===== config.mk =====
export PLATFORM = sky130hd
export DESIGN_NAME = rcr_top
export DESIGN_NICKNAME = d
export VERILOG_FILES = /design/src/logic/rcr_pkg.sv /design/src/logic/rcr_top.sv /design/src/logic/rcr_plat_dec.sv /design/src/logic/rcr_core_dec.sv
export SDC_FILE = /design/constraint.sdc
export NUM_CORES = 1
export LEC_CHECK = 0
export BUFFER_PORTS_ARGS = -buffer_cell sky130_fd_sc_hd__buf_4
export CAP_MARGIN = 20
export CORE_MARGIN = 2
export CORE_UTILIZATION = 45
export DETAILED_ROUTE_END_ITERATION = 7
export PLACE_DENSITY = 0.79
export REMOVE_ABC_BUFFERS = 1
export SLEW_MARGIN = 20
export SYNTH_ARGS = -nofsm -noshare
export SYNTH_HDL_FRONTEND = slang
export SYNTH_SLANG_ARGS = --single-unit

===== constraint.sdc =====
create_clock -name clk_i -period 1.7 [get_ports clk_i]
set_clock_uncertainty 0.05 [all_clocks]
set_input_delay 0.255 -clock clk_i [delete_from_list [all_inputs] [get_ports clk_i]]
set_output_delay 0.255 -clock clk_i [all_outputs]
set_load 0.02 [all_outputs]

===== src/logic/rcr_pkg.sv =====
/*
  Constants, types and register map for the reset-time clock ratio strap decoder.
  Assumes a single 50 MHz clock domain and a classic Wishbone register port.
*/
package rcr_pkg;

  // register byte offsets
  localparam logic [3:0] RCR_OFF_PLAT   = 4'h0;
  localparam logic [3:0] RCR_OFF_CORE   = 4'h4;
  localparam logic [3:0] RCR_OFF_MEM    = 4'h8;
  localparam logic [3:0] RCR_OFF_CTRL   = 4'hC;

  // control register fields
  localparam int RCR_CTRL_DIV_BIT = 0;
  localparam int RCR_CTRL_PCI_BIT = 1;
  localparam logic RCR_CTRL_DIV_RST = 1'b0;
  localparam logic RCR_CTRL_PCI_RST = 1'b0;

  // status field positions in the decoded registers
  localparam int RCR_VALID_BIT = 31;
  localparam int RCR_SYNC_BIT  = 30;
  localparam int RCR_DEN_LSB   = 8;
  localparam int RCR_CODE_LSB  = 16;

  // cycles after release before straps are caught; lets board drivers settle
  localparam int RCR_SETTLE_CYC = 4;

  localparam int RCR_PLAT_W = 4;
  localparam int RCR_SEL_W  = 3;

  typedef enum logic [2:0] {
    RCR_ST_RESET = 3'b001,
    RCR_ST_WAIT  = 3'b010,
    RCR_ST_HOLD  = 3'b100
  } rcr_state_e;

  // ratio as numerator over denominator
  typedef struct packed {
    logic       valid;
    logic [7:0] num;
    logic [1:0] den;
  } rcr_ratio_s;

  typedef struct packed {
    logic [3:0] plat;
    logic [2:0] core;
    logic [2:0] mem;
  } rcr_straps_s;

endpackage : rcr_pkg


===== src/logic/rcr_top.sv =====
/*
  Reset-time clock ratio strap block: catches the ratio straps once after
  reset, decodes platform, core and memory ratios, and drives clock-select
  outputs for the PLLs and clock muxes. Software reads the decoded ratios and
  sets the memory divide and PCI source over classic Wishbone.
  Assumes straps are held steady by the board around reset release.
*/
// Chosen here: the register addresses and the Wishbone register port.
`timescale 1ns/1ps
`default_nettype none
module rcr_top
  import rcr_pkg::*;
(
  // clock and reset
  input  wire logic        clk_i,
  input  wire logic        rst_i,
  // strap pins
  input  wire logic [3:0]  platform_ratio_straps_i,
  input  wire logic        core_ratio_strap_a_i,
  input  wire logic        core_ratio_strap_b_i,
  input  wire logic        core_ratio_strap_c_i,
  input  wire logic [1:0]  timestamp_trigger_strap_pins_i,
  input  wire logic        timestamp_clock_strap_pin_i,
  // wishbone slave
  input  wire logic        wb_cyc_i,
  input  wire logic        wb_stb_i,
  input  wire logic        wb_we_i,
  input  wire logic [3:0]  wb_adr_i,
  input  wire logic [3:0]  wb_sel_i,
  input  wire logic [31:0] wb_dat_i,
  output logic [31:0]      wb_dat_o,
  output logic             wb_ack_o,
  output logic             wb_err_o,
  // decoded settings to the PLLs
  output logic             cfg_valid_o,
  output logic [7:0]       plat_mult_o,
  output logic [7:0]       core_num_o,
  output logic [1:0]       core_den_o,
  output logic [7:0]       mem_mult_o,
  output logic             mem_sync_o,
  output logic             mem_pll_ref_en_o,
  output logic             memory_clock_divide_setting_o,
  output logic             strap_error_o,
  output logic             pci_clk_sel_async_o
);

  localparam int SETTLE_W = $clog2(RCR_SETTLE_CYC + 1);

  rcr_state_e        state_q;
  logic [SETTLE_W-1:0] settle_q;
  rcr_straps_s       straps_q;
  rcr_straps_s       pins;
  rcr_ratio_s        plat_r;
  rcr_ratio_s        core_r;
  rcr_ratio_s        mem_r;
  logic              mem_sync;
  logic              ctrl_div_q;
  logic              ctrl_pci_q;
  logic              wb_req;
  logic [31:0]       rd_d;
  logic              hit;

  // one driver for the whole struct; field-wise assigns would give it three
  assign pins = '{plat: platform_ratio_straps_i,
                  core: {core_ratio_strap_a_i, core_ratio_strap_b_i, core_ratio_strap_c_i},
                  mem:  {timestamp_trigger_strap_pins_i, timestamp_clock_strap_pin_i}};

  // memory strap decode; the sync flag is compared on the code directly
  function automatic rcr_ratio_s mem_decode(input logic [2:0] c);
    rcr_ratio_s r;
    r = '{valid: 1'b1, num: 8'h00, den: 2'h1};
    case (c)
      3'h0:    r.num = 8'h03;
      3'h1:    r.num = 8'h04;
      3'h2:    r.num = 8'h06;
      3'h3:    r.num = 8'h08;
      3'h4:    r.num = 8'h0A;
      3'h5:    r.num = 8'h0C;
      3'h7:    r.num = 8'h00;
      default: r.valid = 1'b0;
    endcase
    return r;
  endfunction : mem_decode

  rcr_plat_dec u_plat (
    .code_i  (straps_q.plat),
    .ratio_o (plat_r)
  );

  rcr_core_dec u_core (
    .code_i  (straps_q.core),
    .ratio_o (core_r)
  );

  assign mem_r    = mem_decode(straps_q.mem);
  assign mem_sync = (straps_q.mem == 3'h7);

  // capture sequencer: straps caught once, a few cycles after release
  always_ff @(posedge clk_i) begin
    if (rst_i) begin
      state_q  <= RCR_ST_RESET;
      settle_q <= '0;
    end else begin
      case (state_q)
        RCR_ST_RESET: begin
          state_q  <= RCR_ST_WAIT;
          settle_q <= '0;
        end
        RCR_ST_WAIT: begin
          if (settle_q == SETTLE_W'(RCR_SETTLE_CYC - 1)) begin
            state_q <= RCR_ST_HOLD;
          end
          settle_q <= settle_q + 1'b1;
        end
        RCR_ST_HOLD: state_q <= RCR_ST_HOLD;
        default:     state_q <= RCR_ST_RESET;
      endcase
    end
  end

  // strap register, loaded only at the end of the settle window
  always_ff @(posedge clk_i) begin
    if (rst_i) begin
      straps_q <= '0;
    end else if (state_q == RCR_ST_WAIT && settle_q == SETTLE_W'(RCR_SETTLE_CYC - 1)) begin
      straps_q <= pins;
    end
  end

  // decoded outputs, frozen once captured
  always_ff @(posedge clk_i) begin
    if (rst_i) begin
      cfg_valid_o      <= 1'b0;
      plat_mult_o      <= 8'h00;
      core_num_o       <= 8'h00;
      core_den_o       <= 2'h0;
      mem_mult_o       <= 8'h00;
      mem_sync_o       <= 1'b0;
      mem_pll_ref_en_o <= 1'b0;
      strap_error_o    <= 1'b0;
    end else begin
      cfg_valid_o      <= (state_q == RCR_ST_HOLD);
      // platform = system reference times this multiplier
      plat_mult_o      <= plat_r.num;
      core_num_o       <= core_r.num;
      core_den_o       <= core_r.den;
      // async: multiplier over memory PLL reference; sync: data rate is platform
      mem_mult_o       <= mem_sync ? plat_r.num : mem_r.num;
      mem_sync_o       <= mem_sync;
      mem_pll_ref_en_o <= (state_q == RCR_ST_HOLD) && !mem_sync;
      // reserved codes cannot be served; flag rather than guess
      strap_error_o    <= (state_q == RCR_ST_HOLD) &&
                          !(plat_r.valid && core_r.valid && mem_r.valid);
    end
  end

  assign wb_req = wb_cyc_i && wb_stb_i && !wb_ack_o && !wb_err_o;
  assign hit    = (wb_adr_i == RCR_OFF_PLAT) || (wb_adr_i == RCR_OFF_CORE) ||
                  (wb_adr_i == RCR_OFF_MEM)  || (wb_adr_i == RCR_OFF_CTRL);

  // control register; the divide bit should be settled before memory init
  always_ff @(posedge clk_i) begin
    if (rst_i) begin
      ctrl_div_q <= RCR_CTRL_DIV_RST;
      ctrl_pci_q <= RCR_CTRL_PCI_RST;
    end else if (wb_req && wb_we_i && wb_adr_i == RCR_OFF_CTRL && wb_sel_i[0]) begin
      ctrl_div_q <= wb_dat_i[RCR_CTRL_DIV_BIT];
      ctrl_pci_q <= wb_dat_i[RCR_CTRL_PCI_BIT];
    end
  end

  always_ff @(posedge clk_i) begin
    if (rst_i) begin
      memory_clock_divide_setting_o <= 1'b0;
      pci_clk_sel_async_o           <= 1'b0;
    end else begin
      memory_clock_divide_setting_o <= ctrl_div_q;
      pci_clk_sel_async_o           <= ctrl_pci_q;
    end
  end

  always_comb begin
    rd_d = 32'h0000_0000;
    case (wb_adr_i)
      RCR_OFF_PLAT: begin
        rd_d[7:0]                        = plat_r.num;
        rd_d[RCR_CODE_LSB +: RCR_PLAT_W] = straps_q.plat;
        rd_d[RCR_VALID_BIT]              = plat_r.valid;
      end
      RCR_OFF_CORE: begin
        rd_d[7:0]                        = core_r.num;
        rd_d[RCR_DEN_LSB +: 2]           = core_r.den;
        rd_d[RCR_CODE_LSB +: RCR_SEL_W]  = straps_q.core;
        rd_d[RCR_VALID_BIT]              = core_r.valid;
      end
      RCR_OFF_MEM: begin
        rd_d[7:0]                        = mem_r.num;
        rd_d[RCR_CODE_LSB +: RCR_SEL_W]  = straps_q.mem;
        rd_d[RCR_SYNC_BIT]               = mem_sync;
        rd_d[RCR_VALID_BIT]              = mem_r.valid;
      end
      RCR_OFF_CTRL: begin
        rd_d[RCR_CTRL_DIV_BIT]           = ctrl_div_q;
        rd_d[RCR_CTRL_PCI_BIT]           = ctrl_pci_q;
        rd_d[RCR_VALID_BIT]              = (state_q == RCR_ST_HOLD);
      end
      default: rd_d = 32'h0000_0000;
    endcase
  end

  // one-cycle answer; unmapped addresses answer with err
  always_ff @(posedge clk_i) begin
    if (rst_i) begin
      wb_ack_o <= 1'b0;
      wb_err_o <= 1'b0;
      wb_dat_o <= 32'h0000_0000;
    end else begin
      wb_ack_o <= wb_req && hit;
      wb_err_o <= wb_req && !hit;
      wb_dat_o <= (wb_req && hit && !wb_we_i) ? rd_d : 32'h0000_0000;
    end
  end

endmodule : rcr_top
`default_nettype wire


===== src/logic/rcr_plat_dec.sv =====
/*
  Platform bus ratio decoder: four strap bits to an integer multiplier.
  Assumes straps are already caught and steady.
*/
`timescale 1ns/1ps
`default_nettype none
module rcr_plat_dec
  import rcr_pkg::*;
(
  // strap code
  input  wire logic [3:0] code_i,
  // decoded ratio
  output rcr_ratio_s      ratio_o
);

  always_comb begin
    ratio_o = '{valid: 1'b1, num: 8'h00, den: 2'h1};
    case (code_i)
      4'h0:    ratio_o.num = 8'h10;
      4'h3:    ratio_o.num = 8'h03;
      4'h4:    ratio_o.num = 8'h04;
      4'h5:    ratio_o.num = 8'h05;
      4'h6:    ratio_o.num = 8'h06;
      4'h8:    ratio_o.num = 8'h08;
      4'h9:    ratio_o.num = 8'h09;
      4'hA:    ratio_o.num = 8'h0A;
      4'hC:    ratio_o.num = 8'h0C;
      default: ratio_o.valid = 1'b0;
    endcase
  end

endmodule : rcr_plat_dec
`default_nettype wire


===== src/logic/rcr_core_dec.sv =====
/*
  Core to platform ratio decoder: three straps to a half-step ratio.
  Assumes straps are already caught and steady.
*/
`timescale 1ns/1ps
`default_nettype none
module rcr_core_dec
  import rcr_pkg::*;
(
  // strap code
  input  wire logic [2:0] code_i,
  // decoded ratio
  output rcr_ratio_s      ratio_o
);

  always_comb begin
    ratio_o = '{valid: 1'b1, num: 8'h00, den: 2'h2};
    case (code_i)
      3'h0:    begin ratio_o.num = 8'h04; ratio_o.den = 2'h1; end
      3'h1:    ratio_o.num = 8'h09;
      3'h3:    ratio_o.num = 8'h03;
      3'h4:    begin ratio_o.num = 8'h02; ratio_o.den = 2'h1; end
      3'h5:    ratio_o.num = 8'h05;
      3'h6:    begin ratio_o.num = 8'h03; ratio_o.den = 2'h1; end
      3'h7:    ratio_o.num = 8'h07;
      default: ratio_o.valid = 1'b0;
    endcase
  end

endmodule : rcr_core_dec
`default_nettype wire


# Yosys cells after proc, flatten, opt, wreduce, memory -nomap -nowiden

Cells that the tools add are included.

Add/sub/neg operators: 1
Equal/unequal tests: 28
Muxes and demuxes: 15
Bitwise gates (word level): 4
Reduce and logical (&&, ||, !) cells: 37

Operators with widths:

| kind                  | number |
|---|---|
| $pmux W4 S6           | 2 |
| $pmux W5 S9           | 1 |
| $eq A3 B3 Y1 const B  | 8 |
| $eq A4 B4 Y1 const B  | 6 |
| $pmux W3 S3           | 2 |
| $pmux W6 S3           | 1 |
| $eq A4 B3 Y1 const B  | 4 |
| $eq A3 B2 Y1 const B  | 5 |
| $logic_and A1 B1 Y1   | 14 |
| $reduce_or A7 Y1      | 2 |
| $reduce_or A3 Y1      | 4 |
| $eq A3 B1 Y1 const B  | 3 |
| $reduce_or A9 Y1      | 1 |
| $logic_not A4 Y1      | 2 |
| $mux W8               | 1 |
| $pmux W2 S4           | 1 |
| $logic_not A1 Y1      | 6 |
| $logic_not A3 Y1      | 2 |
| $pmux W3 S2           | 1 |
| $eq A4 B2 Y1 const B  | 1 |
| $not A1 Y1            | 4 |
| $pmux W1 S4           | 1 |
| $reduce_or A2 Y1      | 2 |
| $add A3 B1 Y3 const B | 1 |
| 6 further kinds       | 10 |

Register bits: 84
Bits of input ports: 55
Word-level logic and storage cells: 109

# Longest topological paths before layout

Gate-level depths: netlist (run 1).

Word-level depth: 8
Gate-level depth with buffers: 6
Depth with buffers taken out: 6

# Cells and area by module

A second synthesis (run 1) with hierarchy kept.

Cells, all modules: 314
Area total of the unflattened synthesis: 2,972.9 µm²

Modules (own cells, without submodules):

| module       | times used | cells an instance | area an instance (µm²) |
|---|---|---|---|
| rcr_top      | 1          | 270               | 2,676.3 |
| rcr_plat_dec | 1          | 28                | 186.4 |
| rcr_core_dec | 1          | 16                | 110.1 |

# Worst setup path after synthesis (run 1)

OpenSTA, ideal clock, no wires.

Path type: register to register
Start point: register wb_err_o
End point: register ctrl_div_q
Library setup time: 128 ps
Data arrival time: 1,161 ps
Required time: 1,522 ps
Slack: 361 ps
Stages on the path, launching flop included: 5
Path buffers: 0
Cells stage by stage: dfxtp_1 nand4bb_4 nor4_4 mux2i_1 nor2_1

Word-level cells in the longest chain between the ends: 5

RTL lines:

| what                              | line           | source |
|---|---|---|
| start, declared                   | rcr_top.sv:33  | `output logic wb_err_o,` |
| start signal, assigned            | rcr_top.sv:219 | `wb_err_o <= wb_req && !hit;` |
| $logic_not A1 Y1                  | rcr_top.sv:157 | `assign wb_req = wb_cyc_i && wb_stb_i && !wb_ack_o && !wb_err_o;` |
| $logic_and A1 B1 Y1               | rcr_top.sv:157 |  |
| $logic_and A1 B1 Y1 (3 in series) | rcr_top.sv:166 | `end else if (wb_req && wb_we_i && wb_adr_i == RCR_OFF_CTRL && wb_sel_i[0]) begin` |
| end signal, assigned              | rcr_top.sv:167 | `ctrl_div_q <= wb_dat_i[RCR_CTRL_DIV_BIT];` |
| end, declared                     | rcr_top.sv:57  | `logic ctrl_div_q;` |

Every way passes these cells.
A chain may end at the register's enable or synchronous reset.

# Final worst setup path (run 1)

Start point: register settle_q[0]
End point: register straps_q[3] (netlist name)

Word-level cells in the longest chain between the ends: 2

RTL lines:

| what                   | line           | source |
|---|---|---|
| start, declared        | rcr_top.sv:50  | `logic [SETTLE_W-1:0] settle_q;` |
| start signal, assigned | rcr_top.sv:113 | `settle_q <= settle_q + 1'b1;` |
| $eq A3 B2 Y1           | rcr_top.sv:125 | `end else if (state_q == RCR_ST_WAIT && settle_q == SETTLE_W'(RCR_SETTLE_CYC - 1)) begin` |
| $logic_and A1 B1 Y1    | rcr_top.sv:125 |  |
| end signal, assigned   | rcr_top.sv:126 | `straps_q <= pins;` |
| end, declared          | rcr_top.sv:51  | `rcr_straps_s straps_q;` |

Every way passes these cells.

==> metrics.md, run 1 <==
| Metric | Value |
|---|---|
| Outcome | complete, no violations |
| Met1 GRT Util | 20.0% |
| Synth Cell Area | 2470 sq um |
| Synth Area in Adders | 1.01% |
| Top cells by area, synth | dfxtp_1, buf_4, a21oi_1 |
| Dpl cells | 387 |
| Part of the cycle the worst path needs | 85.3% |
| Root cell of the clock tree | clkbuf_8 |
| Met2 usage | 27.8% |
| Input/output buffers | 58 |
| First-pass GRT wire length | 7940 um |
| Detail Route Antenna Nets | 0 |
| Post-DP HPWL | 3710 um |
| Crit Path Class | register to register |
| Post-Synth XOR/XNOR Area | 1.42% |
| Maximum clock path buffer count | 2 |
| Hold EP | wb_ack_o |
| Reg2reg setup slack | 0.25 ns |
| RR Startpoint | settle_q[0] |
| Post-Synth Simple-Gate Area | 20.8% |
| FF-to-FF path depth | 5 |
| Clock Sink Count | 55 |
| DRT Wirelength | 4810 um |
| P_leak | 0.00125 uW |
| Cts bufs inserted | 5 |
| Fraction of layout cells with a size suffix above 1 | 24.6% |
| Fin area | 2900 sq um |
| Most common cell after layout, fill and taps aside | buf_4 |
| Worst r2r dst | straps_q[3] |
| Synthesis-to-finish area growth | 17.3% |
| Post-DP Area | 2800 sq um |
| Count of different cell masters after synthesis | 45 |
| Setup-failing EPs final | 0 |
| Most used cell, CP | ha_1 |
| Hold WC Path Type | input port to register |
| Post-synthesis compound-gate area fraction | 13.1% |
| Global routing's busiest layer | met2 |
| Initial antenna violation count | 0 |
| Area leader, netlist | dfxtp_1 |
| TritonRoute pass-1 iters | 4 |
| Net count, final | 381 |
| Core Area | 5200 sq um |
| Post-CTS Hold Buffers | 0 |
| Post-CTS Setup Inserts | 0 |
| Worst path arrival time | 1.64 ns |
| Primary FF master, synth | dfxtp_1 |
| # fillers | 504 |
| Seq. cell area | 1100 sq um |
| Worst hold start | wb_adr_i[1] |
| Finished Layout Cells | 395 |
| Post-CTS sizing | 0 |
| Fmax | 690 MHz |
| Vias per cell | 4.74 |
| Post-synthesis mux area share | 4.56% |
| Initial Utilization | 47.4% |
| Die W | 78.0 um |
| Worst EP required | 1.89 ns |
| # diodes | 0 |
| Yosys reg bits | 55 |
| Worst vdd ir | 348 uV |
| Final GP Congestion | 0.835 |
| Number of global-route vias before repair | 1738 |
| Mapped Avg Cell Area | 8.91 sq um |
| Final hold vios | 0 |
| Pin count of the biggest net entering global routing | 23 |
| Seq/Total Area, Yosys | 44.6% |
| Yosys top cell area share | 44.6% |
| Gr usage total | 16.3% |
| Cell Rows | 26 |
| Max FO, Critical Path | 11 |
| Via count | 1874 |
| Congestion Overflow GR | 0 |
| Die height | 78.0 um |
| Die area | 6090 sq um |
| H-tree depth | 2 |
| Max-cap viol count | 0 |
| Total Power | 2340 uW |
| WL per Instance | 12.2 um |
| Multi-input logic area | 1120 sq um |
| PwrDens | 807 nW/um^2 |
| Largest family of logic cells by synthesized area | simple AND/OR/NAND/NOR gates |
| Ys async rst share | 0% |
| Commonest non-fill, non-tap cells in the layout | buf_4, dfxtp_1, nor2_1, conb_1 |
| DRC Markers | 0 |
| Post-Syn Instances | 277 |
| CTS tree | built |
| Ys Warns | 0 |
| Cell Chain, Critical Path | ha_1 > ha_1 > nand3_1 > nand2_1 > a21oi_1 |
| Slew Limit Fails | 0 |
| CP max-delay cell | dfxtp_1 |
| I/O pin total | 121 |
| Max incr delay on CP | 0.35 ns |
| Setup TNS | 0 ns |
| CTS clk-pin slew, worst paths | 0.10 ns |
| Worst Hold Depth | 2 |
| Startpoint Class | register |
| Grt met3 use | 4.83% |
| Post-layout min period | 1.45 ns |
| Initial DRC count | 136 |
| RSZ-0062 raised after global routing | false |
| Crit. End Element | register |
| EDFF count, synth | 0 |
| Worst-skew pair later-pin latency | 0.31 ns |
## where the power goes
part           internal, uW  switching (uW)  total, uW
combinational           104             164        268
sequential             1310            30.3       1340
clock                   303             425        727
total                  1720             619       2340
## layout make-up
type                            instances  share of cell area (%)
Clock buffer                            5                    2.38
Clock inverter                          3                   0.951
Inverter                                7                   0.908
Multi-Input combinational cell        193                    38.6
Sequential cell                        55                    38.0
Tap cell                               70                    3.03
Timing Repair Buffer                   62                    16.1
## cell usage after synthesis, types with 6 or more instances
| master | n |
|---|---|
| dfxtp_1 | 55 |
| nand2b_1 | 6 |
| mux2i_1 | 9 |
| inv_1 | 7 |
| clkbuf_1 | 7 |
| a21oi_1 | 27 |
| nor3_1 | 6 |
| nor2_1 | 31 |
| buf_4 | 29 |
| buf_2 | 12 |
| nand2_1 | 27 |
## logic make-up (layout without fill, tap and decap cells)
family,Yosys count,count (layout)
other,1,29
muxes,11,11
xor gates and xnor gates,4,4
DFF,55,55
and+or+nand+nor,95,95
buffers and inverters,57,77
AOI/OAI and AO/OA,52,52
adders and majority gates,2,2
## layer usage
layer / up-vias / wire [um]
met5: - / 0
met4: 0 / 33
met3: 5 / 401
met2: 92 / 2300
met1: 819 / 2080
li1: 958 / -
## sequential cells by signal, summed over array words and instances, names as in the netlist
name	flops
straps_q	10
settle_q	3
core_num_o	4
ctrl_pci_q	1
memory_clock_divide_setting_o	1
plat_mult_o	5
core_den_o	2
ctrl_div_q	1
pci_clk_sel_async_o	1
wb_ack_o	1
mem_mult_o	5
strap_error_o	1
mem_pll_ref_en_o	1
wb_dat_o	13
state_q	3
cfg_valid_o	1
mem_sync_o	1
wb_err_o	1
## worst max path at each step
stage,start,to,depth (start not counted)
detailed placement,settle_q[0],straps_q[3],5
floorplan,wb_err_o,wb_dat_o[4],4
finish,settle_q[0],straps_q[3],5
CTS,settle_q[0],straps_q[3],5
global route,settle_q[0],straps_q[5],5
global placement,settle_q[0],straps_q[3],5
## metrics by stage
step	worst slack (ns)	hold WS [ns]	utilization [%]
2_1_floorplan	0.339	0.274	-
3_3_place_gp	0.304	0.424	53.8
3_5_place_dp	0.271	0.437	53.8
4_1_cts	0.246	0.119	55.6
5_1_grt	0.0442	0.117	55.6
6_report	0.250	0.123	55.6
## worst max-delay path, delay by kind of cell, from the launching register on
family / cells / cell delay (ns)
and+or+nand+nor: 2 / 0.42
adders and majority gates: 2 / 0.41
AOI/OAI and AO/OA: 1 / 0.15
DFF: 1 / 0.35
(Power assumes the default switching activity.)
==> run 2, diff against run 1 <==
--- a/config.mk
+++ b/config.mk
@@ -7,7 +7,6 @@
 export LEC_CHECK = 0
 export BUFFER_PORTS_ARGS = -buffer_cell sky130_fd_sc_hd__buf_4
 export CAP_MARGIN = 20
-export CORE_MARGIN = 2
 export CORE_UTILIZATION = 45
 export DETAILED_ROUTE_END_ITERATION = 7
 export PLACE_DENSITY = 0.79
==> metrics.md, run 2 (synthesis results as in run 1) <==
| Metric | Value |
|---|---|
| Final hold vios | 0 (unchanged) |
| Die height | 76.0 um (was 78.0 um) |
| I/O pin total | 121 (unchanged) |
| CTS clk-pin slew, worst paths | 0.09 ns (was 0.10 ns) |
| Post-CTS Hold Buffers | 0 (unchanged) |
| Initial Utilization | 47.4% (unchanged) |
| Worst EP required | 1.86 ns (was 1.89 ns) |
| Die W | 76.0 um (was 78.0 um) |
| PwrDens | 889 nW/um^2 (was 807 nW/um^2) |
| Crit Path Class | register to register (unchanged) |
| # diodes | 0 (unchanged) |
| Core Area | 5200 sq um (unchanged) |
| Hold WC Path Type | input port to register (unchanged) |
| Setup TNS | 0 ns (unchanged) |
| Input/output buffers | 58 (unchanged) |
| FF-to-FF path depth | 4 (was 5) |
| DRT Wirelength | 4740 um (was 4810 um) |
| Slew Limit Fails | 0 (unchanged) |
| Worst vdd ir | 376 uV (was 348 uV) |
| Initial DRC count | 109 (was 136) |
| Initial antenna violation count | 0 (unchanged) |
| CTS tree | built (unchanged) |
| Pin count of the biggest net entering global routing | 22 (was 23) |
| Seq. cell area | 1100 sq um (unchanged) |
| Setup-failing EPs final | 0 (unchanged) |
| Post-CTS sizing | 0 (unchanged) |
| Part of the cycle the worst path needs | 85.5% (was 85.3%) |
| P_leak | 0.00126 uW (was 0.00125 uW) |
| Most flop-heavy register | wb_dat_o (unchanged) |
| Hold EP | wb_ack_o (unchanged) |
| H-tree depth | 2 (unchanged) |
| Worst r2r dst | wb_dat_o[4] (was straps_q[3]) |
| Max FO, Critical Path | 13 (was 11) |
| Cell Rows | 26 (unchanged) |
| Fmax | 688 MHz (was 690 MHz) |
| Synthesis-to-finish area growth | 18.5% (was 17.3%) |
| Gr usage total | 17.3% (was 16.3%) |
| Startpoint Class | register (unchanged) |
| RSZ-0062 raised after global routing | false (unchanged) |
| DRC Markers | 0 (unchanged) |
| Fin area | 2920 sq um (was 2900 sq um) |
| Reg2reg setup slack | 0.25 ns (about the same) |
| Biggest regs | wb_dat_o: 13 flops, straps_q: 10 flops (unchanged) |
| Max reg flops | 13 (unchanged) |
| Setup slack at placement | 0.256 ns (was 0.271 ns) |
| Max-cap viol count | 0 (unchanged) |
| Root cell of the clock tree | clkbuf_8 (unchanged) |
| Detail Route Antenna Nets | 0 (unchanged) |
| Fin util | 56.2% (was 55.6%) |
| WL per Instance | 12.0 um (was 12.2 um) |
| RR Startpoint | wb_err_o (was settle_q[0]) |
| Cts bufs inserted | 5 (unchanged) |
| Maximum clock path buffer count | 2 (unchanged) |
| Clock Sink Count | 55 (unchanged) |
| Crit. End Element | register (unchanged) |
| First-pass GRT wire length | 8050 um (was 7940 um) |
| # fillers | 513 (was 504) |
| Most common cell after layout, fill and taps aside | buf_4 (unchanged) |
| Post-layout min period | 1.45 ns (about the same) |
| Worst-skew pair later-pin latency | 0.31 ns (about the same) |
| Vias per cell | 4.78 (was 4.74) |
| Commonest non-fill, non-tap cells in the layout | buf_4, dfxtp_1, nor2_1, conb_1 (unchanged) |
| Die area | 5780 sq um (was 6090 sq um) |
| Worst hold start | wb_adr_i[1] (unchanged) |
| Multi-input logic area | 1120 sq um (unchanged) |
| TritonRoute pass-1 iters | 4 (unchanged) |
| Post-DP HPWL | 3540 um (was 3710 um) |
| Congestion Overflow GR | 0 (unchanged) |
| Net count, final | 380 (was 381) |
| Number of global-route vias before repair | 1738 (unchanged) |
| Via count | 1885 (was 1874) |
| Setup ws final | 0.247 ns (was 0.250 ns) |
| Final GP Congestion | 0.802 (was 0.835) |
| Post-DP Area | 2790 sq um (was 2800 sq um) |
| Worst path arrival time | 1.62 ns (was 1.64 ns) |
| Post-CTS Setup Inserts | 0 (unchanged) |
| Fraction of layout cells with a size suffix above 1 | 24.1% (was 24.6%) |
| Worst Hold Depth | 2 (unchanged) |
| Outcome | complete, no violations (unchanged) |
-- run 2: changes by cell type in the layout (fill, tap and decap cells not counted), sizes merged --
cell      delta
inv          -1
clkinvlp     -1
clkbuf       +1
clkinv       -1
bufinv       +2
buf          -1
-- run 2: critical path, cell delays in order, from the launching register on --
cell and delay (ns):
dfxtp_1 0.32, nand4bb_4 0.27, nor4_4 0.19, nand2b_2 0.24, nor4_1 0.30
-- run 2: worst max path at each step --
stage / startpoint / to / slack, ns / cells past startpoint
after floorplan: wb_err_o / wb_dat_o[4] / 0.34 / 4
after global placement: wb_err_o / wb_dat_o[4] / 0.28 / 4
after detailed placement: wb_err_o / wb_dat_o[4] / 0.26 / 4
after CTS: wb_err_o / wb_dat_o[4] / 0.24 / 4
after global routing: settle_q[0] / straps_q[5] / 0.1 / 5
final: wb_err_o / wb_dat_o[4] / 0.25 / 4
-- run 2: where the power goes --
| group | switching, uW | internal (uW) |
|---|---|---|
| logic | 164 | 102 |
| registers | 30.5 | 1310 |
| clock network | 404 | 588 |
| total | 598 | 2000 |
-- run 2: cell type report --
class	instances	share of cell area, %
clock inverters	2	2.05
repair buffers	61	15.7
flip-flops and latches	55	37.7
well taps	70	3.00
multi-input cells	193	38.3
clock buffers	6	2.48
inverters	7	0.899
-- run 2: stage by stage --
stage	hold slack [ns]	power, uW	cells
5_1_grt	0.109	2710	394
3_5_place_dp	0.439	1640	386
4_1_cts	0.108	2620	394
3_3_place_gp	0.424	1630	386
6_report	0.119	2600	394
2_1_floorplan	0.274	1530	255
-- run 2: per-layer routing --
metal	vias to the layer above	wire, um	part of all wire, %	GRT usage (%)
li1	953	-	-	-
met1	837	2120	45	21.9
met2	90	2210	47	28.1
met3	5	364	7.7	5.27
met4	0	47	0.99	5.38
met5	-	0	0	0
